--- src/pgd_pkg.sv ---
// Register map, field layout, carrier types and timing constants of the clock gating block.
package pgd_pkg;
  // ************************************************************
  // Structure
  // ************************************************************
  localparam int NUM_OUT = 12;
  localparam int IDX_REG0 = 4;
  localparam int IDX_EXT0 = 8;
  // ************************************************************
  // Register offsets
  // ************************************************************
  localparam logic [7:0] ADDR_CTRL = 8'h00;
  localparam logic [7:0] ADDR_MULT = 8'h04;
  localparam logic [7:0] ADDR_GATE = 8'h08;
  localparam logic [7:0] ADDR_STAT = 8'h0C;
  localparam logic [7:0] ADDR_DIV0 = 8'h10;
  localparam logic [7:0] ADDR_DIVN = 8'h3C;
  // ************************************************************
  // Fields and reset values
  // ************************************************************
  localparam int CTRL_GOVERNED = 0;
  localparam int CTRL_ARESET = 1;
  localparam int CTRL_PFD_EN = 2;
  localparam int CTRL_EXT_FB = 3;
  localparam int CTRL_PFD_LOSS = 4;
  localparam logic [4:0] CTRL_RESET = 5'h05;
  localparam logic [5:0] MULT_RESET = 6'h01;
  localparam logic [11:0] GATE_RESET = 12'hFFF;
  localparam int DIV_HI_LSB = 0;
  localparam int DIV_LO_LSB = 8;
  localparam int DIV_BYP_BIT = 16;
  localparam logic [5:0] DIV_CNT_RESET = 6'h01;
  localparam int STAT_LOCK = 0;
  localparam int STAT_RUN = 1;
  localparam int STAT_VCO_LSB = 8;
  localparam int STAT_GATE_LSB = 16;
  localparam logic [5:0] DIV_MIN = 6'h01;
  localparam logic [5:0] DIV_MAX = 6'h20;
  // ************************************************************
  // Oscillator model and timing counts
  // ************************************************************
  localparam int NOM_VCO_MHZ = 700;
  localparam int VCO_MHZ_PER_CODE = 8;
  localparam logic [7:0] NOM_CODE = 8'(NOM_VCO_MHZ / VCO_MHZ_PER_CODE);
  localparam logic [7:0] TGT_STEP = 8'h04;
  localparam logic [3:0] LOCK_HOLD = 4'h8;
  localparam logic [7:0] DRIFT_CYCLES = 8'hFF;
  // ************************************************************
  // Carriers
  // ************************************************************
  typedef struct packed {
    logic byp;
    logic [5:0] lo;
    logic [5:0] hi;
  } pgd_div_s;
  typedef struct packed {
    logic psel;
    logic penable;
    logic pwrite;
    logic [7:0] paddr;
    logic [31:0] pwdata;
  } pgd_apb_req_s;
  typedef struct packed {
    logic [31:0] prdata;
    logic pready;
    logic pslverr;
  } pgd_apb_rsp_s;
  // Forces a count into the legal 1..32 range.
  function automatic logic [5:0] pgd_clamp(input logic [5:0] v);
    if (v < DIV_MIN) begin
      return DIV_MIN;
    end
    if (v > DIV_MAX) begin
      return DIV_MAX;
    end
    return v;
  endfunction
endpackage

--- src/pgd_post_counter.sv ---
// Post-scale counter with separate high and low counts.
`timescale 1ns/1ps
module pgd_post_counter
  import pgd_pkg::*;
(
  // Clock and reset
  input wire logic core_clk,
  input wire logic rst,
  // Oscillator timing
  input wire logic tick,
  input wire logic vco_phase,
  input wire logic clr,
  input wire pgd_pkg::pgd_div_s cfg,
  // Counter output
  output logic q,
  output logic fall
);
  import pgd_pkg::*;

  typedef struct packed {
    logic moved;
    pgd_div_s cfg_d;
    logic [5:0] cnt;
    logic q;
    logic fall;
  } pgd_cnt_state_s;
  pgd_cnt_state_s st;
  pgd_cnt_state_s next_st;
  logic [5:0] cnt_inc;

  assign cnt_inc = 6'(st.cnt + 6'h01);

  always_comb begin
    next_st = st;
    if (clr) begin
      next_st.cnt = '0;
      next_st.q = 1'b0;
    end else if (cfg.byp) begin
      next_st.cnt = '0;
      next_st.q = vco_phase;
    end else if (tick) begin
      if (cnt_inc >= (st.q ? cfg.hi : cfg.lo)) begin
        next_st.q = ~st.q;
        next_st.cnt = '0;
      end else begin
        next_st.cnt = cnt_inc;
      end
    end
    next_st.fall = st.q & ~next_st.q;
    // A count rewritten mid-phase may already be passed; that phase ends at the next tick.
    next_st.cfg_d = cfg;
    next_st.moved = (st.moved | (cfg != st.cfg_d)) & ~clr & ~cfg.byp & (next_st.q == st.q);
  end

  always_ff @(posedge core_clk or posedge rst) begin
    if (rst) begin
      st <= '0;
    end else begin
      st <= next_st;
    end
  end

  assign q = st.q;
  assign fall = st.fall;
endmodule

--- src/pgd_clock_ctrl.sv ---
// Synthesizer control: enable, reset, phase detector gate, dividers and output gating.
//
// Our own choices: the APB register port and the placing of the registers.
`timescale 1ns/1ps
module pgd_clock_ctrl
  import pgd_pkg::*;
(
  // Clock and reset
  input wire logic core_clk,
  input wire logic rst,
  // Register bus
  input wire pgd_pkg::pgd_apb_req_s apb_req,
  output pgd_pkg::pgd_apb_rsp_s apb_rsp,
  // Device pins and reference status
  input wire logic pll_enable_pin,
  input wire logic ref_tick,
  input wire logic ref_loss,
  // Synthesized clocks and lock indication
  output logic [11:0] clk_out,
  output logic lock
);
  import pgd_pkg::*;

  typedef struct packed {
    logic [4:0] ctrl;
    logic [5:0] mult;
    logic [11:0] gate_req;
    pgd_div_s [11:0] div;
    logic [11:0] gate_on;
    logic [11:0] clk_out;
    logic lock;
    logic [3:0] lock_cnt;
    logic [7:0] vco_code;
    logic [7:0] acc;
    logic vco_phase;
    logic [7:0] drift_cnt;
    logic pready;
    logic pslverr;
    logic [31:0] prdata;
  } pgd_state_s;

  pgd_state_s st;
  pgd_state_s next_st;

  // ************************************************************
  // Run control and oscillator model
  // ************************************************************
  logic governed_off;
  logic run;
  logic pfd_eff;
  logic [7:0] target;
  logic [8:0] acc_sum;
  logic vco_tick;
  logic [11:0] cnt_q;
  logic [11:0] cnt_fall;
  pgd_div_s [11:0] cfg;

  // The enable pin only matters while this synthesizer is marked governed, as it is from reset.
  assign governed_off = st.ctrl[CTRL_GOVERNED] & ~pll_enable_pin;
  assign run = ~st.ctrl[CTRL_ARESET] & ~governed_off;
  assign pfd_eff = st.ctrl[CTRL_PFD_LOSS] ? ~ref_loss : st.ctrl[CTRL_PFD_EN];
  // One multiplier feeds every output, so only one serial rate can exist.
  assign target = 8'({2'b00, pgd_clamp(st.mult)} * TGT_STEP);
  assign acc_sum = {1'b0, st.acc} + {1'b0, st.vco_code};
  assign vco_tick = acc_sum[8] & run;

  // ************************************************************
  // Post-scale counters
  // ************************************************************
  always_comb begin
    for (int i = 0; i < NUM_OUT; i++) begin
      cfg[i].byp = st.div[i].byp;
      cfg[i].hi = pgd_clamp(st.div[i].hi);
      cfg[i].lo = pgd_clamp(st.div[i].lo);
    end
  end

  for (genvar g = 0; g < NUM_OUT; g++) begin : gen_cnt
    // Counters restart together on release, which keeps output phases aligned.
    pgd_post_counter u_cnt (
      .core_clk(core_clk),
      .rst(rst),
      .tick(vco_tick),
      .vco_phase(st.vco_phase),
      .clr(~run),
      .cfg(cfg[g]),
      .q(cnt_q[g]),
      .fall(cnt_fall[g])
    );
  end

  // ************************************************************
  // Register access
  // ************************************************************
  logic acc_phase;
  logic mapped;
  logic [3:0] div_idx;
  logic [7:0] div_off;

  assign acc_phase = apb_req.psel & apb_req.penable;
  assign mapped = (apb_req.paddr[1:0] == 2'b00) && (apb_req.paddr <= ADDR_DIVN);
  assign div_off = 8'(apb_req.paddr - ADDR_DIV0);
  assign div_idx = div_off[5:2];

  function automatic logic [31:0] pack_div(input pgd_div_s d);
    logic [31:0] w;
    w = '0;
    w[DIV_HI_LSB +: 6] = d.hi;
    w[DIV_LO_LSB +: 6] = d.lo;
    w[DIV_BYP_BIT] = d.byp;
    return w;
  endfunction

  function automatic logic [31:0] read_word(input pgd_state_s s, input logic [7:0] a,
                                           input logic [3:0] idx, input logic r);
    logic [31:0] w;
    w = '0;
    case (a)
      ADDR_CTRL: w[4:0] = s.ctrl;
      ADDR_MULT: w[5:0] = s.mult;
      ADDR_GATE: w[11:0] = s.gate_req;
      ADDR_STAT: begin
        w[STAT_LOCK] = s.lock;
        w[STAT_RUN] = r;
        w[STAT_VCO_LSB +: 8] = s.vco_code;
        w[STAT_GATE_LSB +: 12] = s.gate_on;
      end
      default: begin
        if (a >= ADDR_DIV0 && a <= ADDR_DIVN) begin
          w = pack_div(s.div[idx]);
        end
      end
    endcase
    return w;
  endfunction

  // ************************************************************
  // Next state
  // ************************************************************
  always_comb begin
    next_st = st;
    // One wait state: the answer is raised after the first access cycle.
    next_st.pready = acc_phase & ~st.pready;
    if (acc_phase && !st.pready) begin
      next_st.prdata = read_word(st, apb_req.paddr, div_idx, run);
      next_st.pslverr = ~mapped;
    end
    if (acc_phase && st.pready && apb_req.pwrite && mapped) begin
      case (apb_req.paddr)
        ADDR_CTRL: next_st.ctrl = apb_req.pwdata[4:0];
        ADDR_MULT: next_st.mult = apb_req.pwdata[5:0];
        ADDR_GATE: next_st.gate_req = apb_req.pwdata[11:0];
        ADDR_STAT: next_st.ctrl = st.ctrl;
        default: begin
          if (apb_req.paddr >= ADDR_DIV0) begin
            next_st.div[div_idx].hi = apb_req.pwdata[DIV_HI_LSB +: 6];
            next_st.div[div_idx].lo = apb_req.pwdata[DIV_LO_LSB +: 6];
            next_st.div[div_idx].byp = apb_req.pwdata[DIV_BYP_BIT];
          end
        end
      endcase
    end

    // Oscillator, phase detector and lock.
    if (st.ctrl[CTRL_ARESET]) begin
      next_st.vco_code = NOM_CODE;
      next_st.acc = '0;
      next_st.vco_phase = 1'b0;
      next_st.lock = 1'b0;
      next_st.lock_cnt = '0;
      next_st.drift_cnt = '0;
    end else if (!run) begin
      next_st.lock = 1'b0;
      next_st.lock_cnt = '0;
    end else begin
      next_st.acc = acc_sum[7:0];
      if (vco_tick) begin
        next_st.vco_phase = ~st.vco_phase;
      end
      if (pfd_eff) begin
        next_st.drift_cnt = '0;
        if (ref_tick) begin
          // Starting above target after reset gives the frequency overshoot.
          if (st.vco_code < target) begin
            next_st.vco_code = 8'(st.vco_code + 8'h01);
            next_st.lock = 1'b0;
            next_st.lock_cnt = '0;
          end else if (st.vco_code > target) begin
            next_st.vco_code = 8'(st.vco_code - 8'h01);
            next_st.lock = 1'b0;
            next_st.lock_cnt = '0;
          end else if (st.lock_cnt == LOCK_HOLD) begin
            next_st.lock = 1'b1;
          end else begin
            next_st.lock_cnt = 4'(st.lock_cnt + 4'h1);
          end
        end
      end else begin
        // Control held; counters keep running while the frequency drifts down one code every 256 cycles.
        next_st.lock = 1'b0;
        next_st.lock_cnt = '0;
        next_st.drift_cnt = 8'(st.drift_cnt + 8'h01);
        if (st.drift_cnt == DRIFT_CYCLES && st.vco_code > 8'h01) begin
          next_st.vco_code = 8'(st.vco_code - 8'h01);
        end
      end
    end

    // Gates change only while the counter output is low, so no pulse is cut.
    for (int i = 0; i < NUM_OUT; i++) begin
      if (cnt_fall[i] || !run) begin
        next_st.gate_on[i] = st.gate_req[i];
      end
      next_st.clk_out[i] = run & cnt_q[i] & st.gate_on[i];
    end
    // Gating leaves the loop alone, except the fed-back external counter.
    if (st.ctrl[CTRL_EXT_FB] && !st.gate_on[IDX_EXT0] && next_st.gate_on[IDX_EXT0]) begin
      next_st.lock = 1'b0;
      next_st.lock_cnt = '0;
    end
  end

  always_ff @(posedge core_clk or posedge rst) begin
    if (rst) begin
      st <= '0;
      st.ctrl <= CTRL_RESET;
      st.mult <= MULT_RESET;
      st.gate_req <= GATE_RESET;
      st.vco_code <= NOM_CODE;
      for (int i = 0; i < NUM_OUT; i++) begin
        st.div[i].hi <= DIV_CNT_RESET;
        st.div[i].lo <= DIV_CNT_RESET;
      end
    end else begin
      st <= next_st;
    end
  end

  assign apb_rsp.prdata = st.prdata;
  assign apb_rsp.pready = st.pready;
  assign apb_rsp.pslverr = st.pslverr;
  assign clk_out = st.clk_out;
  assign lock = st.lock;
endmodule

--- config.mk ---
export PLATFORM = sky130hd
export DESIGN_NAME = pgd_clock_ctrl
export DESIGN_NICKNAME = d
export VERILOG_FILES = /design/src/pgd_pkg.sv /design/src/pgd_post_counter.sv /design/src/pgd_clock_ctrl.sv
export SDC_FILE = /design/constraint.sdc
export NUM_CORES = 1
export LEC_CHECK = 0
export ABC_AREA = 1
export BUFFER_PORTS_ARGS = -buffer_cell sky130_fd_sc_hd__buf_4
export CORE_MARGIN = 2
export CORE_UTILIZATION = 25
export DETAILED_ROUTE_END_ITERATION = 6
export GPL_TIMING_DRIVEN = 0
export HOLD_SLACK_MARGIN = 0.1
export SYNTH_ARGS = -nofsm -noshare
export SYNTH_HDL_FRONTEND = slang
export SYNTH_SLANG_ARGS = --single-unit
--- constraint.sdc ---
create_clock -name core_clk -period 13.8 [get_ports core_clk]
set_clock_uncertainty 0.05 [all_clocks]
set_input_delay 0.69 -clock core_clk [delete_from_list [all_inputs] [get_ports core_clk]]
set_output_delay 0.69 -clock core_clk [all_outputs]
set_load 0.005 [all_outputs]
==> results_dict.tcl, run 1 <==
set metrics [dict create \
    rows 106 \
    synth_common_cells "nand2_1, inv_1, dfrtp_1" \
    grt.total_usage_pct 16.7 \
    vias 19200 \
    min_period_over_period_pct 27.3 \
    peakVddDrop_mv 0.0868 \
    comb_power_share_pct 23.5 \
    cts.sinks 359 \
    final_hold_viol_count 0 \
    area_growth_pct 16.2 \
    setup_viol 0 \
    post_cts_resized 0 \
    start_kind "register" \
    ant_nets 0 \
    synth_cell_types 44 \
    rsz0062_at_grt "false" \
    initial_utilization_pct 25.2 \
    dp.final_hpwl_mm 53.9 \
    synth.most_common_cell "nand2_1" \
    cp-endpoint "gen_cnt[3].u_cnt.st[4]" \
    ys_ff_latch 359 \
    status "complete, no violations" \
    tightestPinTransition_ns 1.23 \
    path_max_fanout 10 \
    finalWirelength_mm 72.6 \
    p_per_area_nw_per_um2 126 \
    coreArea_um2 83300 \
    cp.required_ns 14.26 \
    critPathCaptureType "register" \
    switching_share_pct 34.0 \
    avgSynthCellArea_um2 7.65 \
    cts_tree "done" \
    yosysWarnings 0 \
    rr_worst_depth 10 \
    clockPowerShare_pct 37.4 \
    synth_enable_flop_cells 0 \
    r2r_start "st[51]" \
    die_h_um 294 \
    synthTopCellsByArea "dfrtp_1, nand2_1, inv_1" \
    synth_flop_cell "dfrtp_1" \
    grt_pass1_vias 18000 \
    syn_area_um2 21000 \
    port_buffers 71 \
    clkLatencyLatePin_ns 0.59 \
    p_leak_uw 0.0119 \
    startpoint "st[51]" \
    first_pass_iters 6 \
    place_inst 3895 \
    syn_inst 2738 \
    final_nets 3020 \
    worstHoldStart "apb_req[7]" \
    ctsRootBufferMaster "clkbuf_16" \
    htreeDepth 2 \
    clock.fmax_mhz 266 \
    seqPwrFrac_pct 39.2 \
    fin_cells 3975 \
    cts-buffers-inserted 42 \
    die_area_um2 86100 \
    final_layout_size_suffix_gt1_share_pct 10.0 \
    p_sw_uw 1040 \
    io_pins 95 \
    seq_area_frac_synth_pct 43.1 \
    crit_arrival_ns 4.22 \
    cts.clk_slew.worst_paths_ns 0.06 \
    min_path_type "primary input to register" \
    vias_per_cell 4.82 \
    wire_per_inst_um 18.3 \
    fp.dieW_um 294 \
    worst-r2r-setup-slack_ns 10.04 \
    drtIter0Drc 2159 \
    cts_buffer_depth 3 \
    r2r-end "gen_cnt[3].u_cnt.st[4]" \
    yosysTopAreaCell "dfrtp_1" \
    maxCapViolations 0 \
    drv_slew 0 \
    gp_congestion 1.02 \
    grt_pass1_wl_mm 110 \
    synth_top_area_share_pct 37.6 \
    place_area_um2 22900 \
    grt_start_max_net_pins 119 \
    finalInstanceArea_um2 24300 \
    min_period_ns 3.76 \
    overflow 0 \
    grt_antenna_before_repair 7 \
    drc 0 \
    async_reset_ff_share_pct 100 \
    intPower_uw 2020 \
    slew_headroom_pct 17.7 \
    crit_type "register to register" \
]
logic make-up after synthesis:
family	Yosys count	share of synthesized area, %
buffers and inverters	563	11.1
muxes	7	0.346
other	1	0.0179
DFF	359	43.1
AOI/OAI and AO/OA	517	13.5
xor gates and xnor gates	56	2.34
adders and majority gates	112	6.72
and+or+nand+nor	1123	22.8
through the flow:
stage               utilization [%]  hold slack, ns  TNS [ns]  power, uW  setup slack [ns]
floorplan                         -           0.380         0       1640              3.17
global placement               27.4           0.388   -501.83       1910             -1.65
detailed placement             27.5           0.405         0       1920              9.59
CTS                            29.2           0.280         0       3070             10.02
global route                   29.2           0.303         0       3200              9.90
finish                         29.2           0.300         0       3060             10.04
layout by cell type (no fill, tap or decap), types with 5 or more instances in the layout:
| cell type | synthesis | layout |
|---|---|---|
| clkbuf_1 | 52 | 63 |
| buf_4 | 50 | 121 |
| o22ai_1 | 82 | 82 |
| or2_2 | 8 | 8 |
| nand2_1 | 666 | 666 |
| buf_1 | 6 | 6 |
| buf_2 | 25 | 25 |
| dfrtp_1 | 315 | 315 |
| nor2_4 | 13 | 13 |
| clkbuf_8 | 0 | 12 |
| clkinv_2 | 0 | 7 |
| nor2_1 | 159 | 159 |
| and2_1 | 12 | 12 |
| nand4_1 | 37 | 37 |
| a21oi_1 | 118 | 118 |
| dfstp_2 | 44 | 44 |
| inv_1 | 429 | 428 |
| a211oi_1 | 5 | 5 |
| nand3_1 | 168 | 168 |
| a22oi_1 | 28 | 28 |
| ha_1 | 111 | 111 |
| mux2i_1 | 5 | 5 |
| xor2_1 | 54 | 54 |
| o21ai_1 | 9 | 9 |
| clkbuf_16 | 0 | 42 |
| o21ai_0 | 255 | 255 |
| nor3_1 | 51 | 51 |
routing by layer:
metal | global-route usage (%) | part of all wire [%] | vias to the layer above
met5 | 0 | 0.10 | -
met3 | 3.60 | 8.4 | 159
met4 | 6.55 | 3.9 | 12
met1 | 23.0 | 44 | 9165
met2 | 25.4 | 44 | 754
li1 | - | - | 9087
power groups by stage:
stage	Clock (uW)	Sequential [uW]	Combinational (uW)
global placement	0	1210	693
global route	1210	1210	792
detailed placement	0	1210	704
CTS	1160	1200	708
finish	1140	1200	717
floorplan	0	1190	448
timing repair:
action	in CTS	in global routing
setup endpoints to repair	0	0
hold buffers	1	0
endpoints found under the hold margin	16	0
buffers inserted	0	0
critical path: stages (launching register included):
cell and delay, ns:
dfstp_2 0.59, ha_1 0.21, fa_1 0.22, nand3_1 0.08, nand3_1 0.15, nand2_1 0.07
nand2_1 0.47, clkbuf_1 0.85, clkbuf_1 0.70, nand3_1 0.16, nand2_1 0.09
layout make-up:
| type | instances | area (um^2) |
|---|---|---|
| multi-input cells | 1819 | 9590 |
| clock buffers | 65 | 1260 |
| inverters | 430 | 1620 |
| fillers | 8981 | 58900 |
| diodes | 1 | 2.50 |
| well taps | 1080 | 1350 |
| repair buffers | 75 | 626 |
| plain buffers | 133 | 718 |
| clock inverters | 13 | 138 |
| flip-flops and latches | 359 | 9040 |
flip-flops by register name, summed over array words and instances (netlist names):
signal / count
gen_cnt.u_cnt.fall: 12
cfg: 12
lock: 1
gen_cnt.u_cnt.q: 12
st: 208
clk_out: 12
apb_rsp: 30
gen_cnt.u_cnt.st: 72
worst min-delay path by stage:
stage	slack (ns)	cells after the start	to
floorplan	0.38	1	st[85]
global placement	0.39	1	st[87]
detailed placement	0.41	1	st[86]
CTS	0.28	2	st[251]
global route	0.30	2	st[250]
finish	0.30	2	st[251]
(Power assumes the default switching activity.)
==> inputs of run 2 (changes only) <==
ABC_AREA = 0   (was 1)
clock period = 3.7 ns   (was 13.8 ns; I/O delays follow)
==> results_dict.tcl, run 2 <==
set metrics [dict create \
    cp.required_ns 4.08 \
    wire_per_inst_um 21.8 \
    largest_reg_flops 208 \
    vias_per_cell 5.26 \
    finalWirelength_mm 72.2 \
    p_leak_uw 0.0109 \
    synthTopCellsByArea "dfrtp_1, mux2_2, ha_1" \
    die_h_um 296 \
    coreArea_um2 84700 \
    rows 107 \
    syn_area_um2 21300 \
    grt_start_max_net_pins 41 \
    crit_arrival_ns 4.05 \
    grt.total_usage_pct 16.3 \
    area_growth_pct 18.2 \
    met1_length_mm 31.3 \
    final_common_cell "dfrtp_1" \
    overflow 0 \
    critPathCaptureType "register" \
    synth_common_cells "dfrtp_1, mux2_2, o21ai_0" \
    initial_utilization_pct 25.1 \
    path_max_fanout 10 \
    cts.sinks 359 \
    min_period_ns 3.66 \
    htreeDepth 2 \
    ant_nets 0 \
    rsz0062_at_grt "false" \
    crit_type "register to register" \
    layout_common_cells "dfrtp_1, mux2_2, buf_4" \
    drv_slew 0 \
    clkLatencyLatePin_ns 0.58 \
    grt_pass1_wl_mm 108 \
    switching_share_pct 33.8 \
    wl_met3_mm 4.95 \
    fp.dieW_um 296 \
    synth_top_family_by_area "multiplexers" \
    place_ws_ns -0.0187 \
    tightestPinTransition_ns 1.26 \
    final_nets 2294 \
    largest_register "st" \
    cts_tree "done" \
    cts-buffers-inserted 42 \
    cts_buffer_depth 3 \
    async_reset_ff_share_pct 100 \
    synth_compound_area_share_pct 14.4 \
    vias 17400 \
    clock.fmax_mhz 273 \
    synth.most_common_cell "dfrtp_1" \
    syn_inst 1985 \
    gp_congestion 0.930 \
    seqPwrFrac_pct 38.6 \
    final_layout_size_suffix_gt1_share_pct 25.1 \
    setup_tns_ns 0 \
    p_per_area_nw_per_um2 450 \
    synth_enable_flop_cells 0 \
    die_area_um2 87500 \
    avgSynthCellArea_um2 10.7 \
    synth_cell_types 77 \
    drc 0 \
    cts_setup_buffers 0 \
    peakVddDrop_mv 0.348 \
    start_kind "register" \
    synth-simple-area-share_pct 12.1 \
    top_layer "met5" \
    synth_xor_area_share_pct 2.43 \
    seq_area_frac_synth_pct 42.4 \
    status "complete, no violations" \
    cts.clk_slew.worst_paths_ns 0.06 \
    drtIter0Drc 1724 \
    setup_ws_ns 0.0396 \
    slew_headroom_pct 15.4 \
    ctsRootBufferMaster "clkbuf_16" \
    port_buffers 72 \
    final_hold_viol_count 0 \
    maxCapViolations 0 \
    grt_antenna_before_repair 4 \
    first_pass_iters 5 \
    comb_power_share_pct 22.6 \
    yosysTopAreaCell "dfrtp_1" \
    synth_fa_ha_area_share_pct 6.62 \
    synth_top_area_share_pct 37.0 \
    min_path_type "primary input to register" \
    finish.utilization_pct 29.7 \
    muxShareOfSynthArea_pct 16.2 \
    setup_viol 0 \
    clockPowerShare_pct 38.9 \
    io_pins 95 \
    grt_pass1_vias 16900 \
    intPower_uw 7500 \
    dp.final_hpwl_mm 55.1 \
    ys_ff_latch 359 \
    yosysWarnings 0 \
    p_sw_uw 3830 \
    min_period_over_period_pct 98.9 \
    wl_met2_mm 32.5 \
    synth_flop_cell "dfrtp_1" \
]
## run 2: cell types whose count changed in the layout (fill, tap and decap cells not counted), moves of 31 or more
cell      previous run  this run
xnor2_1              2        33
nand3_1            168        47
a31oi_1              0        38
mux4_2               0        41
a21oi_1            118        86
o21ai_0            255       115
o22ai_1             82        10
mux2_2               2       206
nand2_1            666       109
inv_1              428        84
nor2_1             159        76
nor3_1              51         8
clkbuf_1            63        97
## run 2: stage by stage
stage          area, um^2  hold WS [ns]  power, uW  std cells
3_3_place_gp        23300         0.381       6860       3204
2_1_floorplan       21300         0.285       5840       1988
4_1_cts             25100         0.106      11300       3310
6_report            25200         0.147      11300       3313
5_1_grt             25200         0.142      11700       3310
3_5_place_dp        23500         0.322       6900       3215
## run 2: what timing repair did
action,CTS,global route
endpoints found under the setup margin,1,3
hold buffers,19,0
hold endpoints to repair,79,0
resized for setup,1,5
## run 2: logic make-up (layout without fill, tap and decap cells)
logic type      count (synthesis)  after routing
simple gates                  471            471
compound gates                458            458
flops                         359            359
mux                           268            268
buf+inv                       257            435
fa+ha+maj                     112            112
xor+xnor                       59             59
other cells                     1              7
## run 2: worst paths after layout
check	start	end	slack [ns]	cells after the start
max	gen_cnt[9].u_cnt.q	gen_cnt[9].u_cnt.fall	0.04	10
min	apb_req[34]	st[150]	0.15	4
max reg2reg	gen_cnt[9].u_cnt.q	gen_cnt[9].u_cnt.fall	0.04	10
min reg2reg	apb_rsp[9]	apb_rsp[9]	0.44	2
max in group asynchronous	rst	st[88]	1.91	7
min in group asynchronous	rst	gen_cnt[1].u_cnt.fall	0.27	3
## run 2: power by group through the flow
stage | registers (uW) | clock network [uW] | logic, uW
final | 4370 | 4400 | 2560
after global routing | 4390 | 4620 | 2730
after CTS | 4360 | 4470 | 2500
after detailed placement | 4430 | 0 | 2470
after global placement | 4430 | 0 | 2420
after floorplan | 4340 | 0 | 1510
## run 2: area by class of cell
type                       count  area, um^2
fill                        8734       59600
multi-input combinational   1372       11100
sequential                   359        9040
tap                         1144        1430
clock buffer                  66        1280
timing repair buffer         102         958
buffer                       172         912
inverter                      85         323
clock inverter                10         159
antenna                        3        7.51
## run 2: critical path, cell delays in order, from the launching register on
cell and delay [ns]:
dfrtp_1 0.48, clkbuf_1 0.50, inv_1 0.07, o21ai_0 0.55
ha_1 0.36, nand2b_1 0.14, a2111oi_0 0.46, o31a_1 0.17
clkbuf_1 0.38, nor4_1 0.10, o21a_1 0.27
## run 2: per-layer routing
metal,vias up,GRT usage [%]
met4,2,7.95
met5,-,0
li1,7729,-
met2,702,25.3
met3,163,2.59
met1,8828,22.0
